File: src/hw/ulsf_pkg.sv
// constants for the uart line status flag block
// assumes one 250 MHz clock domain and a 32-bit avalon-mm register bus
package ulsf_pkg;

	// ----------------------------------------
	// register map (word aligned byte addresses)
	// ----------------------------------------
	localparam logic [3:0] ULSF_OFS_LINE_STATUS = 4'h0;
	localparam logic [3:0] ULSF_OFS_CONTROL = 4'h4;
	localparam logic [3:0] ULSF_OFS_IRQ_STATUS = 4'h8;
	localparam logic [3:0] ULSF_OFS_IRQ_MASK = 4'hC;

	// ----------------------------------------
	// line status bit positions
	// ----------------------------------------
	localparam int ULSF_BIT_ERR_SUM = 7;
	localparam int ULSF_BIT_TX_EMPTY = 6;
	localparam int ULSF_BIT_HOLD_EMPTY = 5;
	localparam int ULSF_BIT_BREAK = 4;
	localparam int ULSF_BIT_FRAMING = 3;

	// ----------------------------------------
	// control and interrupt fields
	// ----------------------------------------
	localparam int ULSF_CTL_FIFO_MODE = 0;
	localparam int ULSF_CTL_HOLD_IRQ_EN = 1;
	localparam int ULSF_IRQ_HOLD = 0;
	localparam int ULSF_IRQ_BREAK = 1;
	localparam int ULSF_IRQ_FRAMING = 2;
	localparam int ULSF_IRQ_ERR_SUM = 3;
	localparam int ULSF_IRQ_W = 4;

	// ----------------------------------------
	// reset values and counts
	// ----------------------------------------
	localparam logic [1:0] ULSF_CONTROL_RST = 2'h0;
	localparam logic [3:0] ULSF_IRQ_MASK_RST = 4'h0;
	localparam int ULSF_FRAME_BITS = 10;
	localparam int ULSF_CNT_W = 5;

endpackage : ulsf_pkg
File: src/hw/ulsf_line_status.sv
// line status flag logic of one uart channel, avalon-mm slave with waitrequest
// assumes the transmit and receive datapaths report occupancy and events
// synchronously to sys_clk_i, and baud_bit_tick_i pulses once per bit time
//
// Our own choices: the Avalon-MM slave port and the placing of the registers.
`timescale 1ns/10ps
module ulsf_line_status #(
	parameter int FRAME_BITS = ulsf_pkg::ULSF_FRAME_BITS
) (
	input wire logic sys_clk_i,
	input wire logic reset_i,
	input wire logic ce_i,
	input wire logic [3:0] avs_address_i,
	input wire logic avs_read_i,
	input wire logic avs_write_i,
	input wire logic [31:0] avs_writedata_i,
	input wire logic [3:0] avs_byteenable_i,
	output logic [31:0] avs_readdata_o,
	output logic avs_waitrequest_o,
	input wire logic tx_holding_write_i,
	input wire logic tx_shift_load_i,
	input wire logic tx_shift_busy_i,
	input wire logic tx_fifo_empty_i,
	input wire logic rx_holding_read_i,
	input wire logic rx_serial_i,
	input wire logic baud_bit_tick_i,
	input wire logic rx_char_done_i,
	input wire logic rx_stop_ok_i,
	input wire logic rx_char_error_i,
	input wire logic rx_fifo_has_error_i,
	input wire logic rx_head_framing_i,
	output logic [7:0] line_status_reg_o,
	output logic rx_break_push_o,
	output logic irq_o
);
	import ulsf_pkg::*;

	// ----------------------------------------
	// state
	// ----------------------------------------
	typedef struct packed {
		logic holding_empty;
		logic break_flag;
		logic framing_error_flag;
		logic fifo_error_summary_flag;
		logic [ULSF_CNT_W-1:0] low_bits;
		logic break_armed;
		logic break_push;
		logic [1:0] control;
		logic [ULSF_IRQ_W-1:0] irq_status;
		logic [ULSF_IRQ_W-1:0] irq_mask;
		logic ack;
		logic [31:0] rdata;
	} ulsf_state_t;

	localparam logic [ULSF_CNT_W-1:0] FRAME_CNT = ULSF_CNT_W'(FRAME_BITS);

	ulsf_state_t st;
	ulsf_state_t next_st;
	logic fifo_mode;
	logic hold_irq_en;
	logic tx_empty;
	logic access;
	logic acc_read;
	logic acc_write;
	logic read_line_status;
	logic read_irq_status;
	logic break_event;
	logic framing_event;
	logic hold_set;
	logic err_set;
	logic [7:0] line_status;

	assign fifo_mode = st.control[ULSF_CTL_FIFO_MODE];
	assign hold_irq_en = st.control[ULSF_CTL_HOLD_IRQ_EN];
	assign access = avs_read_i | avs_write_i;
	// read-clear acts at the capture edge, so an event landing in the wait
	// cycle stays set for the next read instead of being lost unseen
	assign acc_read = avs_read_i & ~st.ack & ce_i;
	assign acc_write = avs_write_i & st.ack & ce_i;
	assign read_line_status = acc_read & (avs_address_i == ULSF_OFS_LINE_STATUS);
	assign read_irq_status = acc_read & (avs_address_i == ULSF_OFS_IRQ_STATUS);

	// ----------------------------------------
	// transmit path flags
	// ----------------------------------------
	// transmitter empty
	// the holding stage (or fifo) is empty only when its flag is up
	assign tx_empty = st.holding_empty & ~tx_shift_busy_i;
	assign hold_set = fifo_mode ? tx_fifo_empty_i : tx_shift_load_i;

	// ----------------------------------------
	// receive path events
	// ----------------------------------------
	// full frame of low on the line
	assign break_event = st.break_armed & ~rx_serial_i & baud_bit_tick_i
		& (st.low_bits == FRAME_CNT - 1'b1);
	// stop bit missing on a completed character
	assign framing_event = rx_char_done_i & ~rx_stop_ok_i;
	// any flagged character reaching the receive path
	assign err_set = (fifo_mode & rx_fifo_has_error_i) | break_event | framing_event
		| (rx_char_done_i & rx_char_error_i);

	always_comb begin
		line_status = 8'h00;
		line_status[ULSF_BIT_ERR_SUM] = st.fifo_error_summary_flag;
		line_status[ULSF_BIT_TX_EMPTY] = tx_empty;
		line_status[ULSF_BIT_HOLD_EMPTY] = st.holding_empty;
		line_status[ULSF_BIT_BREAK] = st.break_flag;
		line_status[ULSF_BIT_FRAMING] = st.framing_error_flag;
	end

	// ----------------------------------------
	// next state
	// ----------------------------------------
	always_comb begin
		next_st = st;
		next_st.break_push = 1'b0;
		next_st.ack = 1'b0;
		if (ce_i) begin
			// host write clears, a simultaneous set loses to the write
			// since the new character is occupying the holding stage
			if (tx_holding_write_i) begin
				next_st.holding_empty = 1'b0;
			end else if (hold_set) begin
				next_st.holding_empty = 1'b1;
			end
			// status read touches no transmit flag
			// count bit times of low, rearm only on a high line
			if (rx_serial_i) begin
				next_st.low_bits = '0;
				next_st.break_armed = 1'b1;
			end else if (baud_bit_tick_i && st.break_armed) begin
				next_st.low_bits = st.low_bits + 1'b1;
				if (break_event) begin
					next_st.break_armed = 1'b0;
					next_st.break_push = fifo_mode;
					next_st.low_bits = '0;
				end
			end
			// break flag sticky until status read, set wins
			if (break_event) begin
				next_st.break_flag = 1'b1;
			end else if (read_line_status) begin
				next_st.break_flag = 1'b0;
			end
			// framing error: head entry in fifo mode, sticky otherwise
			if (fifo_mode) begin
				next_st.framing_error_flag = rx_head_framing_i;
			end else if (framing_event) begin
				next_st.framing_error_flag = 1'b1;
			end else if (read_line_status) begin
				next_st.framing_error_flag = 1'b0;
			end
			// error summary set wins over receive holding read
			if (err_set) begin
				next_st.fifo_error_summary_flag = 1'b1;
			end else if (rx_holding_read_i) begin
				next_st.fifo_error_summary_flag = 1'b0;
			end
			// interrupt status, read clears, set wins
			if (read_irq_status) begin
				next_st.irq_status = '0;
			end
			if (hold_set && !st.holding_empty && !tx_holding_write_i) begin
				next_st.irq_status[ULSF_IRQ_HOLD] = 1'b1;
			end
			if (break_event) begin
				next_st.irq_status[ULSF_IRQ_BREAK] = 1'b1;
			end
			if (framing_event) begin
				next_st.irq_status[ULSF_IRQ_FRAMING] = 1'b1;
			end
			if (err_set) begin
				next_st.irq_status[ULSF_IRQ_ERR_SUM] = 1'b1;
			end
			// bus: one wait cycle, then the access completes on ack
			next_st.ack = access & ~st.ack;
			if (access && !st.ack) begin
				next_st.rdata = 32'h0000_0000;
				if (avs_read_i) begin
					unique case (avs_address_i)
						ULSF_OFS_LINE_STATUS: next_st.rdata[7:0] = line_status;
						ULSF_OFS_CONTROL: next_st.rdata[1:0] = st.control;
						ULSF_OFS_IRQ_STATUS: next_st.rdata[ULSF_IRQ_W-1:0] = st.irq_status;
						ULSF_OFS_IRQ_MASK: next_st.rdata[ULSF_IRQ_W-1:0] = st.irq_mask;
						default: next_st.rdata = 32'h0000_0000;
					endcase
				end
			end
			if (acc_write && avs_byteenable_i[0]) begin
				unique case (avs_address_i)
					ULSF_OFS_CONTROL: next_st.control = avs_writedata_i[1:0];
					ULSF_OFS_IRQ_MASK: next_st.irq_mask = avs_writedata_i[ULSF_IRQ_W-1:0];
					default: next_st.control = st.control;
				endcase
			end
		end else begin
			next_st.break_push = st.break_push;
			next_st.ack = st.ack;
		end
	end

	// ----------------------------------------
	// registers
	// ----------------------------------------
	always_ff @(posedge sys_clk_i or posedge reset_i) begin
		if (reset_i) begin
			// error, break and framing flags start clear
			st <= '{holding_empty: 1'b1, break_flag: 1'b0, framing_error_flag: 1'b0,
				fifo_error_summary_flag: 1'b0, low_bits: '0, break_armed: 1'b0,
				break_push: 1'b0, control: ULSF_CONTROL_RST, irq_status: '0,
				irq_mask: ULSF_IRQ_MASK_RST, ack: 1'b0, rdata: 32'h0000_0000};
		end else begin
			st <= next_st;
		end
	end

	// ----------------------------------------
	// outputs
	// ----------------------------------------
	assign avs_readdata_o = st.rdata;
	// waitrequest also stays high while frozen, so nothing completes then
	assign avs_waitrequest_o = access & ~(st.ack & ce_i);
	assign line_status_reg_o = line_status;
	assign rx_break_push_o = st.break_push & ce_i;
	// holding empty interrupt plus masked sticky events
	assign irq_o = (st.holding_empty & hold_irq_en) | (|(st.irq_status & st.irq_mask));
endmodule : ulsf_line_status

File: config.mk
export PLATFORM = sky130hd
export DESIGN_NAME = ulsf_line_status
export DESIGN_NICKNAME = d
export VERILOG_FILES = /design/src/hw/ulsf_pkg.sv /design/src/hw/ulsf_line_status.sv
export SDC_FILE = /design/constraint.sdc
export NUM_CORES = 1
export LEC_CHECK = 0
export BUFFER_PORTS_ARGS = -buffer_cell sky130_fd_sc_hd__buf_2
export CAP_MARGIN = 40
export CORE_MARGIN = 3
export CORE_UTILIZATION = 45
export DETAILED_ROUTE_END_ITERATION = 6
export PLACE_DENSITY = 0.77
export SLEW_MARGIN = 15
export SYNTH_ARGS = -nofsm -noshare
export SYNTH_HDL_FRONTEND = slang
export SYNTH_SLANG_ARGS = --single-unit
File: constraint.sdc
create_clock -name sys_clk_i -period 3.8 [get_ports sys_clk_i]
set_input_delay 0.95 -clock sys_clk_i [delete_from_list [all_inputs] [get_ports sys_clk_i]]
set_output_delay 0.95 -clock sys_clk_i [all_outputs]
set_load 0.005 [all_outputs]
Word level (Yosys, flattened, before mapping)
Index checks and enable logic that the tools add are counted.
- flip-flop bits (word level): 54
- bits of input ports: 57
- word-level logic and storage cells: 104
- add/subtract/negate cells: 1
- equal/unequal tests: 4
- mux-type cells: 22
- bitwise operators: 29
- reductions and logical operators: 33
- operator list (cell ; count):
    $reduce_and 2->1 ; 10
    $and 1x1->1 ; 18
    $reduce_bool 2->1 ; 9
    $mux 1 ; 14
    $mux 7 ; 2
    $pmux 2 s3 ; 2
    $reduce_and 3->1 ; 3
    $eq 4x4->1 const B ; 2
    $mux 4 ; 2
    $mux 8 ; 1
    $mux 6 ; 1
    $add 5x1->5 const B ; 1
    $eq 5x4->1 const B ; 1
    $logic_and 1x1->1 ; 5
    $not 1->1 ; 5
    $or 1x1->1 ; 5
    $and 4x4->4 ; 1
    $eq 4x3->1 const B ; 1
    $logic_not 4->1 ; 1
    $reduce_or 4->1 ; 1
    $logic_not 1->1 ; 3
    $reduce_bool 3->1 ; 1

Depth between registers and ports, before layout
- depth in word-level cells: 9
- mapped depth: 5
- mapped depth without buffers: 5

Worst setup path after synthesis
Ideal clock, no wire load.
- path kind: input-to-output
- from: input ce_i
- to: output avs_waitrequest_o
- arrival: 1.317 ns
- data required time: 2.850 ns
- path slack: 1.533 ns
- stages on the path: 2
- path buffers: 1
- cell sequence: clkbuf_1 > a21oi_1
- word-level cells in the longest chain between the ends: 3
- ends and longest elaborated chain (item ; line ; text):
    from (decl) ; ulsf_line_status.sv:12 ; input wire logic ce_i,
    $and 1x1->1 ; ulsf_line_status.sv:224 ; assign avs_waitrequest_o = access & ~(st.ack & ce_i);
    $not 1->1 ; ulsf_line_status.sv:224 ;
    $and 1x1->1 ; ulsf_line_status.sv:224 ;
    to (decl) ; ulsf_line_status.sv:19 ; output logic avs_waitrequest_o,
No other way between the ends.

Worst setup path after layout
- from: input ce_i
- to: output rx_break_push_o
- word-level cells in the longest chain between the ends: 1
- ends and longest elaborated chain (item ; line ; text):
    $and 1x1->1 ; ulsf_line_status.sv:226 ; assign rx_break_push_o = st.break_push & ce_i;
    to (decl) ; ulsf_line_status.sv:33 ; output logic rx_break_push_o,
No other way between the ends.

==> qor_table.md <==
| Result | This run | Unit |
|---|---|---|
| Adder and majority gate portion of the synthesized area | 1.39 | % |
| Worst rel slew slack | 65.6 | % |
| Synthesized cell area | 1800 | µm² |
| Maximum vdd drop | 0.197 | mV |
| Overall track demand over capacity in global routing | 15.3 | % |
| Hold-critical path depth | 1 | - |
| Multiplexer fraction of the synthesized cell area | 6.25 | % |
| Worst-case register-to-register setup slack | 2400 | ps |
| Count leader, synth | buf_4 | - |
| Crit-path max FO | 16 | - |
| Layout-stage area growth over the synthesis result | 8.62 | % |
| DR DRC count | 0 | - |
| Top cells by area, synth | dfrtp_1 (40%), buf_4 (17%), mux2_2 (3.8%) | - |
| Vias | 1284 | - |
| Setup slack after placement | 1230 | ps |
| Area inside the core boundary | 3770 | µm² |
| Final nets | 268 | - |
| Routed length per placed instance | 14.0 | µm |
| Synthesis-stage register bit count | 30 | - |
| Max clock buf depth | 2 | - |
| Setup repair bufs after CTS | 0 | - |
| Pwr/cell area | 384 | nW/µm² |
| Gate count after technology mapping | 177 | - |
| Portion of synthesized cell area occupied by the leading cell type | 40.3 | % |
| Worst setup slack after layout | 1220 | ps |
| Synth warnings | 0 | - |
| Hold Fails Final Rpt | 0 | - |
| Root buf cell | clkbuf_8 | - |
| Gates resized, CTS repair | 0 | - |
| End of the worst hold path | avs_readdata_o[3]$_DFFE_PP0P_ | - |
| Cell taking the most area after synthesis | dfrtp_1 | - |
| Vertical die dimension | 69.3 | µm |
| Ratio of cells with drive above 1 in the final layout | 26.8 | % |
| Post-synth top cells | buf_4 (40), dfrtp_1 (29), inv_1 (11) | - |
| Worst r2r src | st[45]$_DFFE_PP0P_ | - |
| Initial antenna violation count | 0 | - |
| Antenna Violating Nets Remaining | 0 | - |
| Placed Area | 1880 | µm² |
| Most instantiated flip-flop cell in the synthesis netlist | dfrtp_1 | - |
| Routed wire length | 3600 | µm |
| Unrepaired setup endpoints after global routing | no | - |
| Share of the synthesized area in compound gates (AO/OA/AOI/OAI) | 16.4 | % |
| Number of vias per cell | 5.00 | - |
| Simple-gate area share of the yosys netlist | 13.8 | % |
| Clock latency of the later-clocked register in the worst-skew pair | 280 | ps |
| Number of slew-limit violations in the final report | 0 | - |
| Vias in the first global route | 1146 | - |
| Avg Synthesized Cell Area | 10.2 | µm² |
| Classification of the worst setup path | input port to output port | - |
| LEAKAGE | 1.04 | nW |
| Diode insertion count for antenna repair | 0 | - |
| Type of element launching the critical path | input port | - |
| Wire length of the first global-routing pass | 5670 | µm |
| Worst path arrival time | 1630 | ps |
| End of the worst register-to-register path | st[49]$_DFFE_PP0P_ | - |
| Worst Path Required | 2850 | ps |
| Total number of clock tree sinks | 30 | - |
| Reg clk slew, reported paths | 60 | ps |
| Final design area excluding fillers | 1960 | µm² |
| Horizontal die dimension | 69.3 | µm |
| Number of failing setup endpoints in the final timing report | 0 | - |
| Number of distinct library cell variants in the gate-level netlist after synthesis | 45 | - |
| Buffers added on ports | 41 | - |
| Achievable frequency | 0.388 | GHz |
| Total of max-cap violations | 0 | - |
| Sequential area share after synthesis | 41.8 | % |
| Outcome | completed | - |
| Overflow left after global routing | 0 | - |
| Xor and xnor area share after synthesis | 0 | % |
| Number of enable-type register cells in the synthesized netlist | 0 | - |
| Main combinational cell family by area after synthesis | buffers and inverters | - |
| Initial core utilization | 47.7 | % |
| Kind of end point of the critical path | output port | - |
| Share of async-settable or async-resettable flops after synthesis | 100 | % |
| Initial DRC Count | 37 | - |
| HPWL reported at the end of detailed placement | 2760 | µm |
| Htree depth | 2 | - |
| I/O Pins | 100 | - |
| Final critical-path share of the clock period | 67.9 | % |
| Final worst clock skew | 4.27 | ps |
| Worst Reg-to-Reg Cells | 4 | - |
| Die footprint | 4800 | µm² |
| Final min period | 2580 | ps |
| Total iterations of the first detailed-routing run | 4 | - |
| TNS Setup | 0 | ps |
| Start point of the worst hold path | avs_readdata_o[3]$_DFFE_PP0P_ | - |
| Weighted congestion at the end of routability-driven global placement | 0.796 | - |
| Worst Max-Slew Pin Slew | 515 | ps |
| Count of standard-cell rows | 22 | - |
| Number of buffers created by CTS | 5 | - |
| TritonCTS clock tree | built | - |
| Class of the most critical hold timing path | flop to flop | - |
| Number of hold-repair buffers added at the cts stage | 0 | - |
| Largest net degree at the start of global routing | 21 | - |
per-stage QoR:
| stage | utilization (%) | hold WS (ps) | instances | total power, mW |
|---|---|---|---|---|
| floorplan | - | 457 | 203 | 0.494 |
| global placement | 49.1 | 476 | 249 | 0.511 |
| detailed placement | 49.8 | 475 | 250 | 0.519 |
| CTS | 51.9 | 490 | 257 | 0.759 |
| global route | 51.9 | 506 | 257 | 0.795 |
| finish | 51.9 | 489 | 257 | 0.751 |
flip-flops by register name, indices dropped and copies added, names as in the netlist:
register / cells
avs_readdata_o: 8
fifo_mode: 1
hold_irq_en: 1
line_status_reg_o: 4
st: 16
metal layers:
metal	GRT usage, %	wire length [µm]
met1	20.7	1650
met2	21.9	1650
met3	5.80	250
met4	6.51	51
met5	0	0
cell type report:
cell class,instances,area [µm²]
Clock buffer,7,76.3
Inverter,12,45.0
Sequential cell,30,752
Tap cell,48,60.1
Timing Repair Buffer,43,240
Fill cell,368,1820
Multi-Input combinational cell,117,782
report_power, final:
part	switching, mW	total, mW	internal, mW
sequential	0.0322	0.385	0.353
combinational	0.0662	0.129	0.0627
clock	0.112	0.237	0.126
total	0.210	0.751	0.541
logic make-up (layout without fill, tap and decap cells):
group                      after synthesis  count (layout)
AOI/OAI and AO/OA                       39              39
adders and majority gates                2               2
buffers and inverters                   56              62
DFF                                     30              30
muxes                                   10              10
other                                    1              27
and+or+nand+nor                         39              39
cell usage in the layout, fill, tap and decap left out, types with 2 or more instances in the layout:
cell,instances
a21oi_1,5
a22o_1,6
a22oi_1,2
a32o_1,4
and3_1,3
and3b_1,4
and4bb_1,2
buf_2,41
clkbuf_1,2
clkbuf_8,5
conb_1,27
dfrtp_1,29
ha_1,2
inv_1,11
mux2_1,4
mux2_2,6
nand2_1,7
nand2b_1,3
nand3_1,2
nand3b_1,2
nor2_1,5
nor2b_1,3
nor3b_1,3
o21ai_0,5
o21ai_1,2
o221ai_1,2
o2bb2ai_1,2
worst max-delay path by stage:
stage / start / endpoint / slack (ps) / depth (start not counted)
floorplan: ce_i / avs_waitrequest_o / 1530 / 2
global placement: ce_i / rx_break_push_o / 1210 / 4
detailed placement: ce_i / rx_break_push_o / 1230 / 4
CTS: ce_i / rx_break_push_o / 1220 / 4
global route: ce_i / rx_break_push_o / 1150 / 4
finish: ce_i / rx_break_push_o / 1220 / 4
worst max-delay path, stage by stage:
cell and delay [ps]:
buf_2 260, inv_2 150, nor2_1 140, buf_2 120
No activity file was read; power rests on OpenSTA's default activity.
